==> config.mk <==
export PLATFORM = sky130hd
export DESIGN_NAME = flash_erase_program_sequencer
export DESIGN_NICKNAME = d
export VERILOG_FILES = /design/src/rtl/flash_seq_pkg.sv /design/src/rtl/flash_cycle_timer.sv /design/src/rtl/flash_erase_program_sequencer.sv
export SDC_FILE = /design/constraint.sdc
export NUM_CORES = 1
export LEC_CHECK = 0
export ABC_CLOCK_PERIOD_IN_PS = 26700
export BUFFER_PORTS_ARGS = -buffer_cell sky130_fd_sc_hd__buf_2
export CAP_MARGIN = 25
export CORE_AREA = 2 2 433 435
export DETAILED_ROUTE_END_ITERATION = 7
export DIE_AREA = 0 0 435 437
export SLEW_MARGIN = 10
export SYNTH_ARGS = -nofsm -noshare
export SYNTH_HDL_FRONTEND = slang
export SYNTH_SLANG_ARGS = --single-unit
==> constraint.sdc <==
create_clock -name clk_i -period 26.7 [get_ports clk_i]
set_input_delay 2.67 -clock clk_i [delete_from_list [all_inputs] [get_ports clk_i]]
set_output_delay 2.67 -clock clk_i [all_outputs]
set_load 0.01 [all_outputs]
==> src/rtl/flash_seq_pkg.sv <==
// constants and types shared by the erase/program sequencer
package flash_seq_pkg;
  localparam int ADDR_W = 32;
  localparam int NUM_BLK = 512;
  localparam int BLK_W = 9;
  localparam logic [7:0] CMD_UNLOCK = 8'h06;
  localparam logic [7:0] CMD_SECTOR = 8'h20;
  localparam logic [7:0] CMD_HALF = 8'h52;
  localparam logic [7:0] CMD_BLOCK = 8'hd8;
  localparam logic [7:0] CMD_ARRAY = 8'h60;
  localparam logic [7:0] CMD_PAGE = 8'h02;
  localparam logic [7:0] CMD_QPAGE = 8'h38;
  localparam logic [7:0] CMD_STATUS = 8'h05;
  localparam int CLK_MHZ = 50;
  localparam int SECTOR_WIPE_TIME_US = 30;
  localparam int HALF_BLOCK_WIPE_TIME_US = 150;
  localparam int BLOCK_WIPE_TIME_US = 300;
  localparam int ARRAY_WIPE_TIME_US = 1000;
  localparam int PAGE_WRITE_TIME_US = 10;
  localparam int SECTOR_WIPE_CYC = SECTOR_WIPE_TIME_US * CLK_MHZ;
  localparam int HALF_BLOCK_WIPE_CYC = HALF_BLOCK_WIPE_TIME_US * CLK_MHZ;
  localparam int BLOCK_WIPE_CYC = BLOCK_WIPE_TIME_US * CLK_MHZ;
  localparam int ARRAY_WIPE_CYC = ARRAY_WIPE_TIME_US * CLK_MHZ;
  localparam int PAGE_WRITE_CYC = PAGE_WRITE_TIME_US * CLK_MHZ;
  localparam int TIMER_W = 24;
  localparam int BYTE_CNT_W = 9;

  typedef enum logic [2:0] {
    OP_SECTOR = 3'h0,
    OP_HALF = 3'h1,
    OP_BLOCK = 3'h2,
    OP_ARRAY = 3'h3,
    OP_PAGE = 3'h4
  } op_t;

  // one started self-timed operation, handed to the array side
  typedef struct packed {
    op_t op;
    logic [ADDR_W-1:0] addr;
    logic [8:0] nbytes;
  } job_t;

  typedef struct packed {
    logic scheme_sel;
    logic [3:0] bp;
    logic quad_en;
    logic four_line_command_mode;
  } prot_cfg_t;
endpackage

==> src/rtl/flash_cycle_timer.sv <==
// self-timed cycle counter driving the busy flag
`timescale 1ns/100ps
module flash_cycle_timer
  import flash_seq_pkg::*;
#(
  parameter int W = TIMER_W
) (
  input wire logic clk_i,
  input wire logic rst_n_i,
  input wire logic start_i,
  input wire logic [W-1:0] cycles_i,
  output logic busy_o,
  output logic done_o
);
  logic [W-1:0] cnt_q;
  logic busy_q;
  logic done_q;
  wire last = busy_q && (cnt_q <= W'(1));

  always_ff @(posedge clk_i or negedge rst_n_i) begin
    if (!rst_n_i) begin
      cnt_q <= '0;
      busy_q <= 1'b0;
      done_q <= 1'b0;
    end else begin
      done_q <= last;
      if (start_i && !busy_q) begin
        cnt_q <= cycles_i;
        busy_q <= 1'b1;
      end else if (busy_q) begin
        cnt_q <= cnt_q - W'(1);
        if (last) busy_q <= 1'b0;
      end
    end
  end

  assign busy_o = busy_q;
  assign done_o = done_q;
endmodule

==> src/rtl/flash_erase_program_sequencer.sv <==
// serial flash wipe and page write command sequencer
`timescale 1ns/100ps
module flash_erase_program_sequencer
  import flash_seq_pkg::*;
#(
  parameter int SECTOR_CYC = SECTOR_WIPE_CYC,
  parameter int HALF_CYC = HALF_BLOCK_WIPE_CYC,
  parameter int BLOCK_CYC = BLOCK_WIPE_CYC,
  parameter int ARRAY_CYC = ARRAY_WIPE_CYC,
  parameter int PAGE_CYC = PAGE_WRITE_CYC
) (
  input wire logic clk_i,
  input wire logic arst_n_i,
  input wire logic chip_select_n_i,
  input wire logic sclk_i,
  input wire logic [3:0] sio_i,
  output logic [3:0] sio_o,
  output logic [3:0] sio_oe_o,
  input wire flash_seq_pkg::prot_cfg_t cfg_i,
  input wire logic [NUM_BLK-1:0] persistent_sector_guard_i,
  output logic busy_flag_o,
  output logic write_unlock_latch_o,
  output logic [NUM_BLK-1:0] volatile_sector_guard_o,
  output flash_seq_pkg::job_t job_o,
  output logic job_valid_o,
  output logic page_we_o,
  output logic [7:0] page_waddr_o,
  output logic [7:0] page_wdata_o,
  output logic [BLK_W-1:0] skip_blk_o,
  output logic skip_blk_valid_o
);
  import flash_seq_pkg::*;

  logic [1:0] rst_sync_q;
  wire rst_n = rst_sync_q[1];
  always_ff @(posedge clk_i or negedge arst_n_i) begin
    if (!arst_n_i) rst_sync_q <= 2'b00;
    else rst_sync_q <= {rst_sync_q[0], 1'b1};
  end

  // pins cross in two stages; only stage two is read
  logic [1:0] cs_s_q;
  logic [1:0] sck_s_q;
  logic [3:0] sio_s1_q;
  logic [3:0] sio_s2_q;
  logic sck_d1_q;
  logic cs_d1_q;
  always_ff @(posedge clk_i or negedge rst_n) begin
    if (!rst_n) begin
      cs_s_q <= 2'b11;
      sck_s_q <= 2'b00;
      sio_s1_q <= 4'h0;
      sio_s2_q <= 4'h0;
      sck_d1_q <= 1'b0;
      cs_d1_q <= 1'b1;
    end else begin
      cs_s_q <= {cs_s_q[0], chip_select_n_i};
      sck_s_q <= {sck_s_q[0], sclk_i};
      sio_s1_q <= sio_i;
      sio_s2_q <= sio_s1_q;
      sck_d1_q <= sck_s_q[1];
      cs_d1_q <= cs_s_q[1];
    end
  end
  wire cs_n = cs_s_q[1];
  wire sck_rise = sck_s_q[1] && !sck_d1_q && !cs_n;
  wire cs_rise = cs_n && !cs_d1_q;
  wire cs_fall = !cs_n && cs_d1_q;

  typedef enum logic [4:0] {
    ST_CMD = 5'b00001,
    ST_ADDR = 5'b00010,
    ST_DATA = 5'b00100,
    ST_STAT = 5'b01000,
    ST_IGN = 5'b10000
  } frame_t;
  frame_t st_q;

  logic [7:0] sh_q;
  logic [2:0] bitc_q;
  logic [2:0] bytec_q;
  logic [7:0] cmd_q;
  logic [ADDR_W-1:0] addr_q;
  logic [7:0] off_q;
  logic [8:0] nbytes_q;
  logic quad_q;
  logic [7:0] stat_sh_q;

  // lane width: quad command phase, or quad page write
  wire wide = cfg_i.four_line_command_mode || quad_q;
  wire [2:0] bits_per = wide ? 3'd4 : 3'd1;
  wire [7:0] sh_nx = wide ? {sh_q[3:0], sio_s2_q}
                          : {sh_q[6:0], sio_s2_q[0]};
  wire byte_done = sck_rise && (bitc_q + bits_per == 3'd0);
  wire at_boundary = (bitc_q == 3'd0);

  function automatic logic is_addr_cmd(input logic [7:0] c);
    return c == CMD_SECTOR || c == CMD_HALF || c == CMD_BLOCK ||
           c == CMD_PAGE || c == CMD_QPAGE;
  endfunction

  function automatic logic blk_guarded(input logic [BLK_W-1:0] b,
                                       input logic [3:0] bp,
                                       input logic sel,
                                       input logic [NUM_BLK-1:0] persistent_sector_guard,
                                       input logic [NUM_BLK-1:0] volatile_sector_guard);
    logic [BLK_W:0] span;
    span = (bp == 4'h0) ? '0 : (BLK_W+1)'(1) << (bp - 4'h1);
    if (sel) return persistent_sector_guard[b] || volatile_sector_guard[b];
    return (bp != 4'h0) && ({1'b0, b} >= (BLK_W+1)'(NUM_BLK) - span);
  endfunction

  logic wel_q;
  logic busy;
  logic done;
  logic start_q;
  logic [TIMER_W-1:0] cyc_q;
  job_t job_q;
  logic job_v_q;
  logic [NUM_BLK-1:0] dpb_q;
  logic dpb_init_q;

  wire [BLK_W-1:0] tgt_blk = addr_q[BLK_W+15:16];
  wire tgt_guard = blk_guarded(tgt_blk, cfg_i.bp, cfg_i.scheme_sel,
                               persistent_sector_guard_i, dpb_q);
  wire can_write = wel_q && !busy && !job_v_q;
  wire addr_ok = (st_q == ST_DATA) && (bytec_q == 3'd0) && at_boundary;
  wire data_ok = (st_q == ST_DATA) && at_boundary &&
                 (nbytes_q != 9'd0);
  wire cmd_only = (st_q == ST_ADDR) && (bytec_q == 3'd0) && at_boundary;

  wire go_wipe = cs_rise && can_write && addr_ok && !tgt_guard &&
                 (cmd_q == CMD_SECTOR || cmd_q == CMD_HALF ||
                  cmd_q == CMD_BLOCK);
  wire go_page = cs_rise && can_write && data_ok && !tgt_guard &&
                 (cmd_q == CMD_PAGE || cmd_q == CMD_QPAGE);
  wire any_guard = cfg_i.scheme_sel ? |(persistent_sector_guard_i | dpb_q)
                                    : 1'b0;
  wire go_array = cs_rise && can_write && cmd_only &&
                  cmd_q == CMD_ARRAY &&
                  (cfg_i.scheme_sel || cfg_i.bp == 4'h0);
  wire go_unlock = cs_rise && cmd_only && cmd_q == CMD_UNLOCK && !busy;

  always_ff @(posedge clk_i or negedge rst_n) begin
    if (!rst_n) begin
      st_q <= ST_CMD;
      sh_q <= 8'h00;
      bitc_q <= 3'd0;
      bytec_q <= 3'd0;
      cmd_q <= 8'h00;
      addr_q <= '0;
      off_q <= 8'h00;
      nbytes_q <= 9'd0;
      quad_q <= 1'b0;
    end else if (cs_fall || cs_n) begin
      st_q <= ST_CMD;
      bitc_q <= 3'd0;
      bytec_q <= 3'd0;
      nbytes_q <= 9'd0;
      quad_q <= 1'b0;
    end else if (sck_rise) begin
      sh_q <= sh_nx;
      bitc_q <= bitc_q + bits_per;
      if (byte_done) begin
        unique case (st_q)
          ST_CMD: begin
            cmd_q <= sh_nx;
            quad_q <= (sh_nx == CMD_QPAGE) && cfg_i.quad_en;
            st_q <= sh_nx == CMD_STATUS ? ST_STAT
                  : (is_addr_cmd(sh_nx) || sh_nx == CMD_ARRAY ||
                     sh_nx == CMD_UNLOCK) ? ST_ADDR : ST_IGN;
            bytec_q <= is_addr_cmd(sh_nx) ? 3'd4 : 3'd0;
          end
          ST_ADDR: begin
            if (bytec_q == 3'd0) st_q <= ST_IGN; // stray bits void
            else begin
              addr_q <= {addr_q[ADDR_W-9:0], sh_nx};
              bytec_q <= bytec_q - 3'd1;
              if (bytec_q == 3'd1) begin
                st_q <= ST_DATA;
                off_q <= sh_nx;
              end
            end
          end
          ST_DATA: begin
            if (is_addr_cmd(cmd_q) && (cmd_q == CMD_PAGE ||
                cmd_q == CMD_QPAGE)) begin
              off_q <= off_q + 8'd1;
              if (nbytes_q != 9'd256) nbytes_q <= nbytes_q + 9'd1;
            end else st_q <= ST_IGN;
          end
          default: ;
        endcase
      end
    end
  end

  // page buffer writes wrap in the page; later bytes overwrite earlier
  logic pwe_q;
  logic [7:0] pwa_q;
  logic [7:0] pwd_q;
  always_ff @(posedge clk_i or negedge rst_n) begin
    if (!rst_n) begin
      pwe_q <= 1'b0;
      pwa_q <= 8'h00;
      pwd_q <= 8'h00;
    end else begin
      pwe_q <= byte_done && st_q == ST_DATA && can_write &&
               (cmd_q == CMD_PAGE || cmd_q == CMD_QPAGE);
      pwa_q <= off_q;
      pwd_q <= sh_nx;
    end
  end

  // msb stands before the first data clock; advance only after the
  // host has sampled, so the sync delay never skips a bit
  wire [7:0] stat_val = {6'h00, wel_q, busy};
  always_ff @(posedge clk_i or negedge rst_n) begin
    if (!rst_n) stat_sh_q <= 8'h00;
    else if (st_q != ST_STAT) stat_sh_q <= stat_val;
    else if (sck_rise) begin
      stat_sh_q <= cfg_i.four_line_command_mode ? {stat_sh_q[3:0], stat_sh_q[7:4]}
                             : {stat_sh_q[6:0], stat_sh_q[7]};
    end
  end
  logic [3:0] sio_q;
  logic [3:0] oe_q;
  always_ff @(posedge clk_i or negedge rst_n) begin
    if (!rst_n) begin
      sio_q <= 4'h0;
      oe_q <= 4'h0;
    end else begin
      sio_q <= cfg_i.four_line_command_mode ? stat_sh_q[7:4] : {2'b00, stat_sh_q[7], 1'b0};
      oe_q <= (st_q == ST_STAT && !cs_n) ?
              (cfg_i.four_line_command_mode ? 4'hf : 4'h2) : 4'h0;
    end
  end

  wire [TIMER_W-1:0] cyc_sel =
      cmd_q == CMD_SECTOR ? TIMER_W'(SECTOR_CYC) :
      cmd_q == CMD_HALF ? TIMER_W'(HALF_CYC) :
      cmd_q == CMD_BLOCK ? TIMER_W'(BLOCK_CYC) :
      cmd_q == CMD_ARRAY ? TIMER_W'(ARRAY_CYC) : TIMER_W'(PAGE_CYC);
  wire op_t op_sel = cmd_q == CMD_SECTOR ? OP_SECTOR :
                     cmd_q == CMD_HALF ? OP_HALF :
                     cmd_q == CMD_BLOCK ? OP_BLOCK :
                     cmd_q == CMD_ARRAY ? OP_ARRAY : OP_PAGE;
  // region base: any address in the region selects it
  wire [ADDR_W-1:0] base = cmd_q == CMD_SECTOR ? {addr_q[31:12], 12'h000} :
                           cmd_q == CMD_HALF ? {addr_q[31:15], 15'h0000} :
                           cmd_q == CMD_BLOCK ? {addr_q[31:16], 16'h0000} :
                           cmd_q == CMD_ARRAY ? '0 :
                           {addr_q[31:8], 8'h00};

  always_ff @(posedge clk_i or negedge rst_n) begin
    if (!rst_n) begin
      wel_q <= 1'b0;
      start_q <= 1'b0;
      cyc_q <= '0;
      job_q <= '0;
      job_v_q <= 1'b0;
    end else begin
      start_q <= go_wipe || go_page || go_array;
      if (go_wipe || go_page || go_array) begin
        cyc_q <= cyc_sel;
        job_q <= '{op: op_sel, addr: base, nbytes: nbytes_q};
        job_v_q <= 1'b1;
      end else if (start_q) job_v_q <= 1'b0;
      if (go_unlock) wel_q <= 1'b1;
      else if (done) wel_q <= 1'b0;
    end
  end

  flash_cycle_timer #(
    .W(TIMER_W)
  ) u_timer (
    .clk_i(clk_i),
    .rst_n_i(rst_n),
    .start_i(start_q),
    .cycles_i(cyc_q),
    .busy_o(busy),
    .done_o(done)
  );

  // array wipe in scheme 1 walks the blocks and flags guarded ones
  logic [BLK_W-1:0] walk_q;
  logic walking_q;
  logic skip_v_q;
  logic [BLK_W-1:0] skip_q;
  wire walk_guard = blk_guarded(walk_q, cfg_i.bp, 1'b1,
                                persistent_sector_guard_i, dpb_q);
  always_ff @(posedge clk_i or negedge rst_n) begin
    if (!rst_n) begin
      walk_q <= '0;
      walking_q <= 1'b0;
      skip_v_q <= 1'b0;
      skip_q <= '0;
    end else begin
      skip_v_q <= walking_q && walk_guard && any_guard;
      skip_q <= walk_q;
      if (go_array && cfg_i.scheme_sel) begin
        walking_q <= 1'b1;
        walk_q <= '0;
      end else if (walking_q) begin
        walk_q <= walk_q + BLK_W'(1);
        if (walk_q == BLK_W'(NUM_BLK - 1)) walking_q <= 1'b0;
      end
    end
  end

  // volatile guards all set on the first clock after reset in scheme 1, all clear in scheme 0
  always_ff @(posedge clk_i or negedge rst_n) begin
    if (!rst_n) begin
      dpb_q <= '0;
      dpb_init_q <= 1'b0;
    end else if (!dpb_init_q) begin
      dpb_init_q <= 1'b1;
      dpb_q <= cfg_i.scheme_sel ? '1 : '0;
    end
  end

  logic busy_q;
  always_ff @(posedge clk_i or negedge rst_n) begin
    if (!rst_n) busy_q <= 1'b0;
    else busy_q <= busy || start_q || job_v_q;
  end

  assign sio_o = sio_q;
  assign sio_oe_o = oe_q;
  assign busy_flag_o = busy_q;
  assign write_unlock_latch_o = wel_q;
  assign volatile_sector_guard_o = dpb_q;
  assign job_o = job_q;
  assign job_valid_o = job_v_q;
  assign page_we_o = pwe_q;
  assign page_waddr_o = pwa_q;
  assign page_wdata_o = pwd_q;
  assign skip_blk_o = skip_q;
  assign skip_blk_valid_o = skip_v_q;
endmodule

==> results.yml, run 1 <==
clock_network:
  cts.sinks: 220
  cts_resized: 0
  ctsLongestPathBuffers: 3
  hold_buffers: 0
  cts_max_level: 1
  cts_tree: "done"
  clk_pin_slew_worst_paths_ps: 60
  cts_setup_buffers: 0
  numCtsBuffers: 22
  clk_latency_ps: 550
  cts_root_buf: "clkbuf_16"
cells_and_area:
  seq_area_um2: 5548
  multiInputGateArea_um2: 13050
  nets: 3347
  fill_cells: 20840
  final_layout_size_suffix_gt1_share_pct: 55.39
  final_area_um2: 28680
  area_growth_pct: 23.50
  fin_util_pct: 15.50
worst_setup_path:
  crit_arrival_ps: 6440
  end_kind: "flop"
  r2r_setup_slack_ps: 20800
  crit_path_max_fanout: 52
  cp.required_ps: 27120
  crit_path_start_kind: "input port"
  critical_path_class: "input port to flop"
run_status:
  status: "completed"
power:
  seq_power_share_pct: 35.3
  p_leak_nw: 11.86
  internal-power_mw: 0.6810
  combPwrFrac_pct: 32.3
  power.density_nw_per_um2: 36.14
  vdd_drop_max_uv: 36.61
  power.switching_mw: 0.3557
  p_sw_share_pct: 34.31
  clkPwrFrac_pct: 32.4
floorplanning:
  placementRows: 158
  io_pins: 1121
  fp.dieW_um: 435
  die_h_um: 437
  die_area_um2: 190100
  coreArea_um2: 185000
  start_util_pct: 12.55
timing:
  slew_viol_final: 0
  final-hold-violation-count: 0
  tightest_slew_ps: 1068
  worst_slack_ps: 20680
  period_minus_slack_ps: 6019
  finalSetupViolCount: 0
  fmax_mhz: 166.1
  rsz0062_at_grt: "no"
  fin_skew_ps: 22.93
  slew_headroom_pct: 28.83
  fin_crit_sh_pct: 22.54
  setup-tns-final_ps: 0
logic_synthesis:
  synth-edff-count: 0
  synth_cell_type_count: 87
  seq_area_frac_synth_pct: 23.72
  ys_dominant_reg_cell: "dfrtp_1"
  ys_ff_latch: 220
  async_flop_share_pct: 100.0
  synth_area_per_cell_um2: 10.27
  yosysWarnings: 0
  synthesis.area_um2: 23230
  syn_inst: 2261
grt:
  grt_usage_pct: 13.00
  antenna_found_initial: 28
  grt_pass1_wl_um: 174300
  grt_pass1_vias: 20390
  grt_max_degree: 158
  grt_overflow: 0
min_path:
  hp-class: "flop to async pin"
placed_design:
  place.gp.congestion: 0.9692
  placed_cell_area_um2: 27860
  io_buffers: 1112
  hpwl_um: 109300
  place_ws_ps: 20070
detailed_routing:
  drt_wl_total_um: 130600
  wl_per_cell_um: 24.58
  ant_nets: 0
  via_count: 21660
  dr.pass1.iters: 7
  drc_errors: 0
  avgViaCountPerCell: 4.077
  drtIter0Drc: 1731
run:
  cap_violations: 0
==> power by group through the flow <==
stage	registers [mW]	clock network, mW	logic, mW
floorplan	0.387	0	0.333
global placement	0.372	0	0.334
detailed placement	0.372	0	0.337
CTS	0.366	0.349	0.338
global route	0.369	0.361	0.359
finish	0.366	0.335	0.335
==> through the flow <==
step	instances	total power [mW]	hold WS (ps)
global placement	5248	0.7060	334.4
detailed placement	5252	0.7098	335.8
global route	5307	1.088	358.8
finish	5314	1.037	346.9
floorplan	2269	0.7196	331.2
CTS	5291	1.054	358.1
==> routing by layer <==
layer	part of all wire, %	vias up	track usage, %	wire length, µm
li1	-	9209	-	-
met1	36	10990	14.58	46460
met2	55	1273	25.26	71430
met3	6.4	180	1.626	8413
met4	3.3	10	3.847	4271
met5	0.051	-	0	67
==> worst max-delay path, cell delays in order <==
cell,delay (ps)
buf_2,150
nand2b_1,190
nand2b_1,180
ha_1,270
or2_2,320
o21ai_0,210
ha_1,280
a21o_1,180
a211oi_1,240
a21oi_1,170
a2111oi_4,380
a31oi_4,110
buf_4,290
nand2_4,380
mux2_1,370
==> final timing paths <==
| kind | start | end | cells past startpoint |
|---|---|---|---|
| hold / removal | rst_sync_q[1] | stat_sh_q[3] | 0 |
| setup reg to reg | addr_q[18] | job_o[5] | 11 |
| hold reg to reg | rst_sync_q[1] | stat_sh_q[3] | 0 |
| max in group asynchronous | rst_sync_q[1] | walk_q[0] | 2 |
| setup / recovery | cfg_i[3] | job_o[5] | 15 |
| min in group clk_i | rst_sync_q[0] | rst_sync_q[1] | 0 |
==> area by class of cell <==
class	count	area share, %
multi-input combinational	1341	45.51
timing repair buffer	1162	20.84
sequential	220	19.34
tap	2480	10.82
clock buffer	31	2.142
inverter	51	0.6674
clock inverter	8	0.5016
antenna	21	0.1832
==> flip-flops by register name, indices dropped and copies added, names as in the netlist, 7 cells and up <==
name and cells:
sh_q 7, off_q 8, cyc_q 10, page_waddr_o 8, nbytes_q 9, walk_q 9
addr_q 32, page_wdata_o 8, stat_sh_q 8, skip_blk_o 9, job_o 35, cmd_q 8
u_timer.cnt_q 24
==> cells in the mapped netlist, types with 13 or more instances <==
master / number / share of area, %
buf_4: 534 / 17
mux4_2: 283 / 27
dfrtp_1: 216 / 23
nand2_1: 147 / 2.4
nor4_1: 145 / 3.9
nor2_1: 109 / 1.8
clkbuf_1: 76 / 1.2
nand3_1: 70 / 1.5
o21ai_0: 70 / 1.5
mux2i_1: 59 / 2.5
a21oi_1: 56 / 1.2
nand4_1: 55 / 1.5
inv_1: 49 / 0.79
mux2_2: 26 / 1.3
nor3_1: 26 / 0.56
buf_2: 23 / 0.50
ha_1: 22 / 1.2
o21ai_1: 20 / 0.43
and3_1: 17 / 0.46
buf_1: 17 / 0.27
a211oi_1: 15 / 0.48
nand2b_1: 13 / 0.35
xor2_1: 13 / 0.49
==> cell usage in the layout (no fill, tap or decap), types with 7 or more instances in the layout <==
cell type     n
dfrtp_4       9
a211oi_1     15
nor4_1      138
ha_1         22
and3_1       17
nand2_1     146
nor2b_1       9
o211ai_1      7
o21ai_0      70
o21ai_1      20
dfrtp_1     204
mux2_2       26
a21o_1        7
mux2i_1      59
clkbuf_16    22
nand2b_1     13
a21oi_1      56
nand3b_1      7
or3_1         8
diode_2      21
a311oi_1      8
nand3_1      69
nor4_2        7
a32oi_1       8
nand4_1      55
buf_2      1112
mux4_2      283
xor2_1       13
a31oi_1      10
buf_4        47
conb_1       10
o22ai_1      11
and2_1        7
a22oi_1      10
nor2_1      109
nor3_1       26
inv_1        47
==> cell families after synthesis <==
logic type,share of synthesized area (%)
fa+ha+maj,1.185
flops,23.72
buf+inv,20.45
mux,31.81
xor+xnor,0.8134
other cells,0.03233
simple gates,14.11
compound gates,7.865
Note: power is estimated with default switching activity, not from simulation.
==> run 2: changes to the inputs <==
- ABC_AREA: default -> 1
- ABC_CLOCK_PERIOD_IN_PS: 26700 -> 5160
- CORE_AREA: 2 2 433 435 -> 2 2 442 444
- DIE_AREA: 0 0 435 437 -> 0 0 444 446
- clock period: 26.7 -> 5.16 ns (I/O delays scaled with it)
==> run 2 against run 1 <==
Sequential cell count stayed put. Synthesized cell count is 77% higher. Clock power grew to 6.2 times the previous value. Worst hold slack worse by 280 ps. Non-clock buffer count is 27 higher. Worst setup slack worse by 20000 ps. Combinational power grew to 4.6 times the previous value. Design area is 7.2% higher.
==> results.yml, run 2 <==
worst_setup_path:
  crit_arrival_ps: 4680
  cpMostUsedCell: "nand3_1"
  crit_family: "simple AND/OR/NAND/NOR gates"
  reg2reg_depth: 17
  worst-path-stages: 17
  crit_path_max_fanout: 72
  critical_path_class: "flop to flop"
  crit_path_start_kind: "flop"
  cp.required_ps: 5620
  slowest_delay_ps: 790
  end_kind: "flop"
  crit_chain: "inv_6 > nand2_1 > nand3_1 > nand3_1 > nand3_1 > nand3_1 > nand3_1 > nand3_1 > nand3_1 > nand3_1 > nand3_2 > nand2_4 > nand2_2 > nand2_4 > nand2_1 > o21ai_0 > inv_1"
  critical_path.slowest_cell: "dfrtp_4"
  critPathBufInv: 2
run:
  cap_violations: 0
timing:
  fin_skew_ps: 39.21
  finalSetupViolCount: 0
  hold_slack_ps: 67.19
  worst_slack_ps: 946.7
  slew_viol_final: 0
  rsz0062_at_grt: "no"
  tightest_slew_ps: 1039
  slew_headroom_pct: 29.85
  final-hold-violation-count: 0
  period_minus_slack_ps: 4213
  fmax_mhz: 237.3
  fin_crit_sh_pct: 81.65
clock_network:
  cts_max_level: 1
  cts_root_buf: "clkbuf_16"
  clk_latency_ps: 580
  cts_resized: 0
  cts.sinks: 220
  cts_tree: "done"
  clk_pin_slew_worst_paths_ps: 60
  ctsLongestPathBuffers: 3
  numCtsBuffers: 26
logic_synthesis:
  syn_inst: 3994
  synth_most_common_cell: "nand2_1"
  synth_cell_type_count: 60
  synth_area_leader_cell: "dfrtp_1"
  synth.top_cell.area_share_pct: 21.66
  yosysWarnings: 0
  ys_top_cells_by_area: "dfrtp_1 (22%), buf_4 (16%), nand2_1 (14%)"
  seq_area_frac_synth_pct: 22.08
  ys_dominant_reg_cell: "dfrtp_1"
  synthesis.area_um2: 24960
  ys_ff_latch: 220
  synth_area_per_cell_um2: 6.249
  async_flop_share_pct: 100.0
  synth_common_cells: "nand2_1 (952), nand3_1 (604), buf_4 (538)"
  synth-edff-count: 0
run_status:
  status: "completed"
floorplanning:
  die_h_um: 446
  start_util_pct: 12.89
  die_area_um2: 198000
  fp.dieW_um: 444
  coreArea_um2: 193600
  io_pins: 1121
  placementRows: 162
min_path:
  hp-class: "input port to flop"
  min_delay_path_depth: 1
grt:
  grt_max_degree: 357
  grt_usage_pct: 14.23
  antenna_found_initial: 101
  grt_overflow: 0
  grt_pass1_wl_um: 204500
  grt_pass1_vias: 26870
detailed_routing:
  drt_wl_total_um: 149800
  via_count: 30220
  ant_nets: 0
  drtIter0Drc: 3689
  wl_per_cell_um: 21.05
  avgViaCountPerCell: 4.247
  dr.pass1.iters: 7
  drc_errors: 0
cells_and_area:
  fin_util_pct: 15.88
  largest_reg_flops: 35
  area_growth_pct: 23.16
  final_cell_mix: "buf_2 (1113), nand2_1 (950), nand3_1 (604)"
  final_layout_size_suffix_gt1_share_pct: 28.67
  nets: 5005
  layout_commonest_cell: "buf_2"
placed_design:
  hpwl_um: 119700
  place.gp.congestion: 0.9915
  place_ws_ps: 945.9
  io_buffers: 1112
power:
  finalPower_mw: 5.425
  power.density_nw_per_um2: 176.5
  p_leak_nw: 14.68
  vdd_drop_max_uv: 220.3
==> run 2: worst paths after layout <==
path                                 start         end  slack [ps]
max reg2reg                     addr_q[16]   job_o[42]         950
min in group asynchronous    rst_sync_q[1]    off_q[6]         240
min                        chip_select_n_i   cs_s_q[0]          70
max                             addr_q[16]   job_o[42]         950
max in group asynchronous    rst_sync_q[1]  addr_q[16]        3770
min reg2reg                  rst_sync_q[1]    off_q[6]         240
==> run 2: worst reg2reg max path: stages (launching register included) <==
cell	delay, ps
dfrtp_4	790
inv_6	350
nand2_1	380
nand3_1	90
nand3_1	100
nand3_1	460
nand3_1	270
nand3_1	240
nand3_1	140
nand3_1	80
nand3_1	110
nand3_2	220
nand2_4	230
nand2_2	190
nand2_4	230
nand2_1	90
o21ai_0	90
inv_1	50
==> run 2: what timing repair did <==
action	CTS	global route
endpoints found under the hold margin	2	0
setup buffers	0	0
setup endpoints to repair	0	0
hold buffers	1	0
==> run 2: stage by stage <==
stage,instances,setup TNS (ps),area (µm²)
2_1_floorplan,4002,-242420,25000
3_3_place_gp,6967,0,29510
3_5_place_dp,6967,0,29510
4_1_cts,7015,0,30480
5_1_grt,7099,0,30690
6_report,7116,0,30740
==> run 2: final cells by class <==
cell class	count	area, µm²
sequential	220	5539
multi-input combinational	2731	13350
clock inverter	14	242.7
inverter	288	1100
tap	2542	3181
timing repair buffer	1189	6356
antenna	99	247.7
clock buffer	33	718.2
fill	22400	162800
==> run 2: kinds of logic after synthesis <==
kind of cell | synth area share, %
other cells | 0.03009
buf+inv | 24.74
fa+ha+maj | 1.103
xor+xnor | 0.5615
mux | 0.3058
flops | 22.08
compound gates | 16.25
simple gates | 34.94
==> run 2: layer usage <==
layer  vias to the layer above  track usage [%]  part of all wire, %
met5                         -                0                 0.17
met4                        38            9.806                  7.8
met3                       438            3.233                  9.1
met2                      1878            24.35                   48
met1                     13870            15.65                   35
li1                      14000                -                    -
==> run 2: power by group <==
part	internal [mW]	switching, mW
combinational	0.571	0.963
clock	1.29	0.802
sequential	1.77	0.0288
total	3.63	1.79
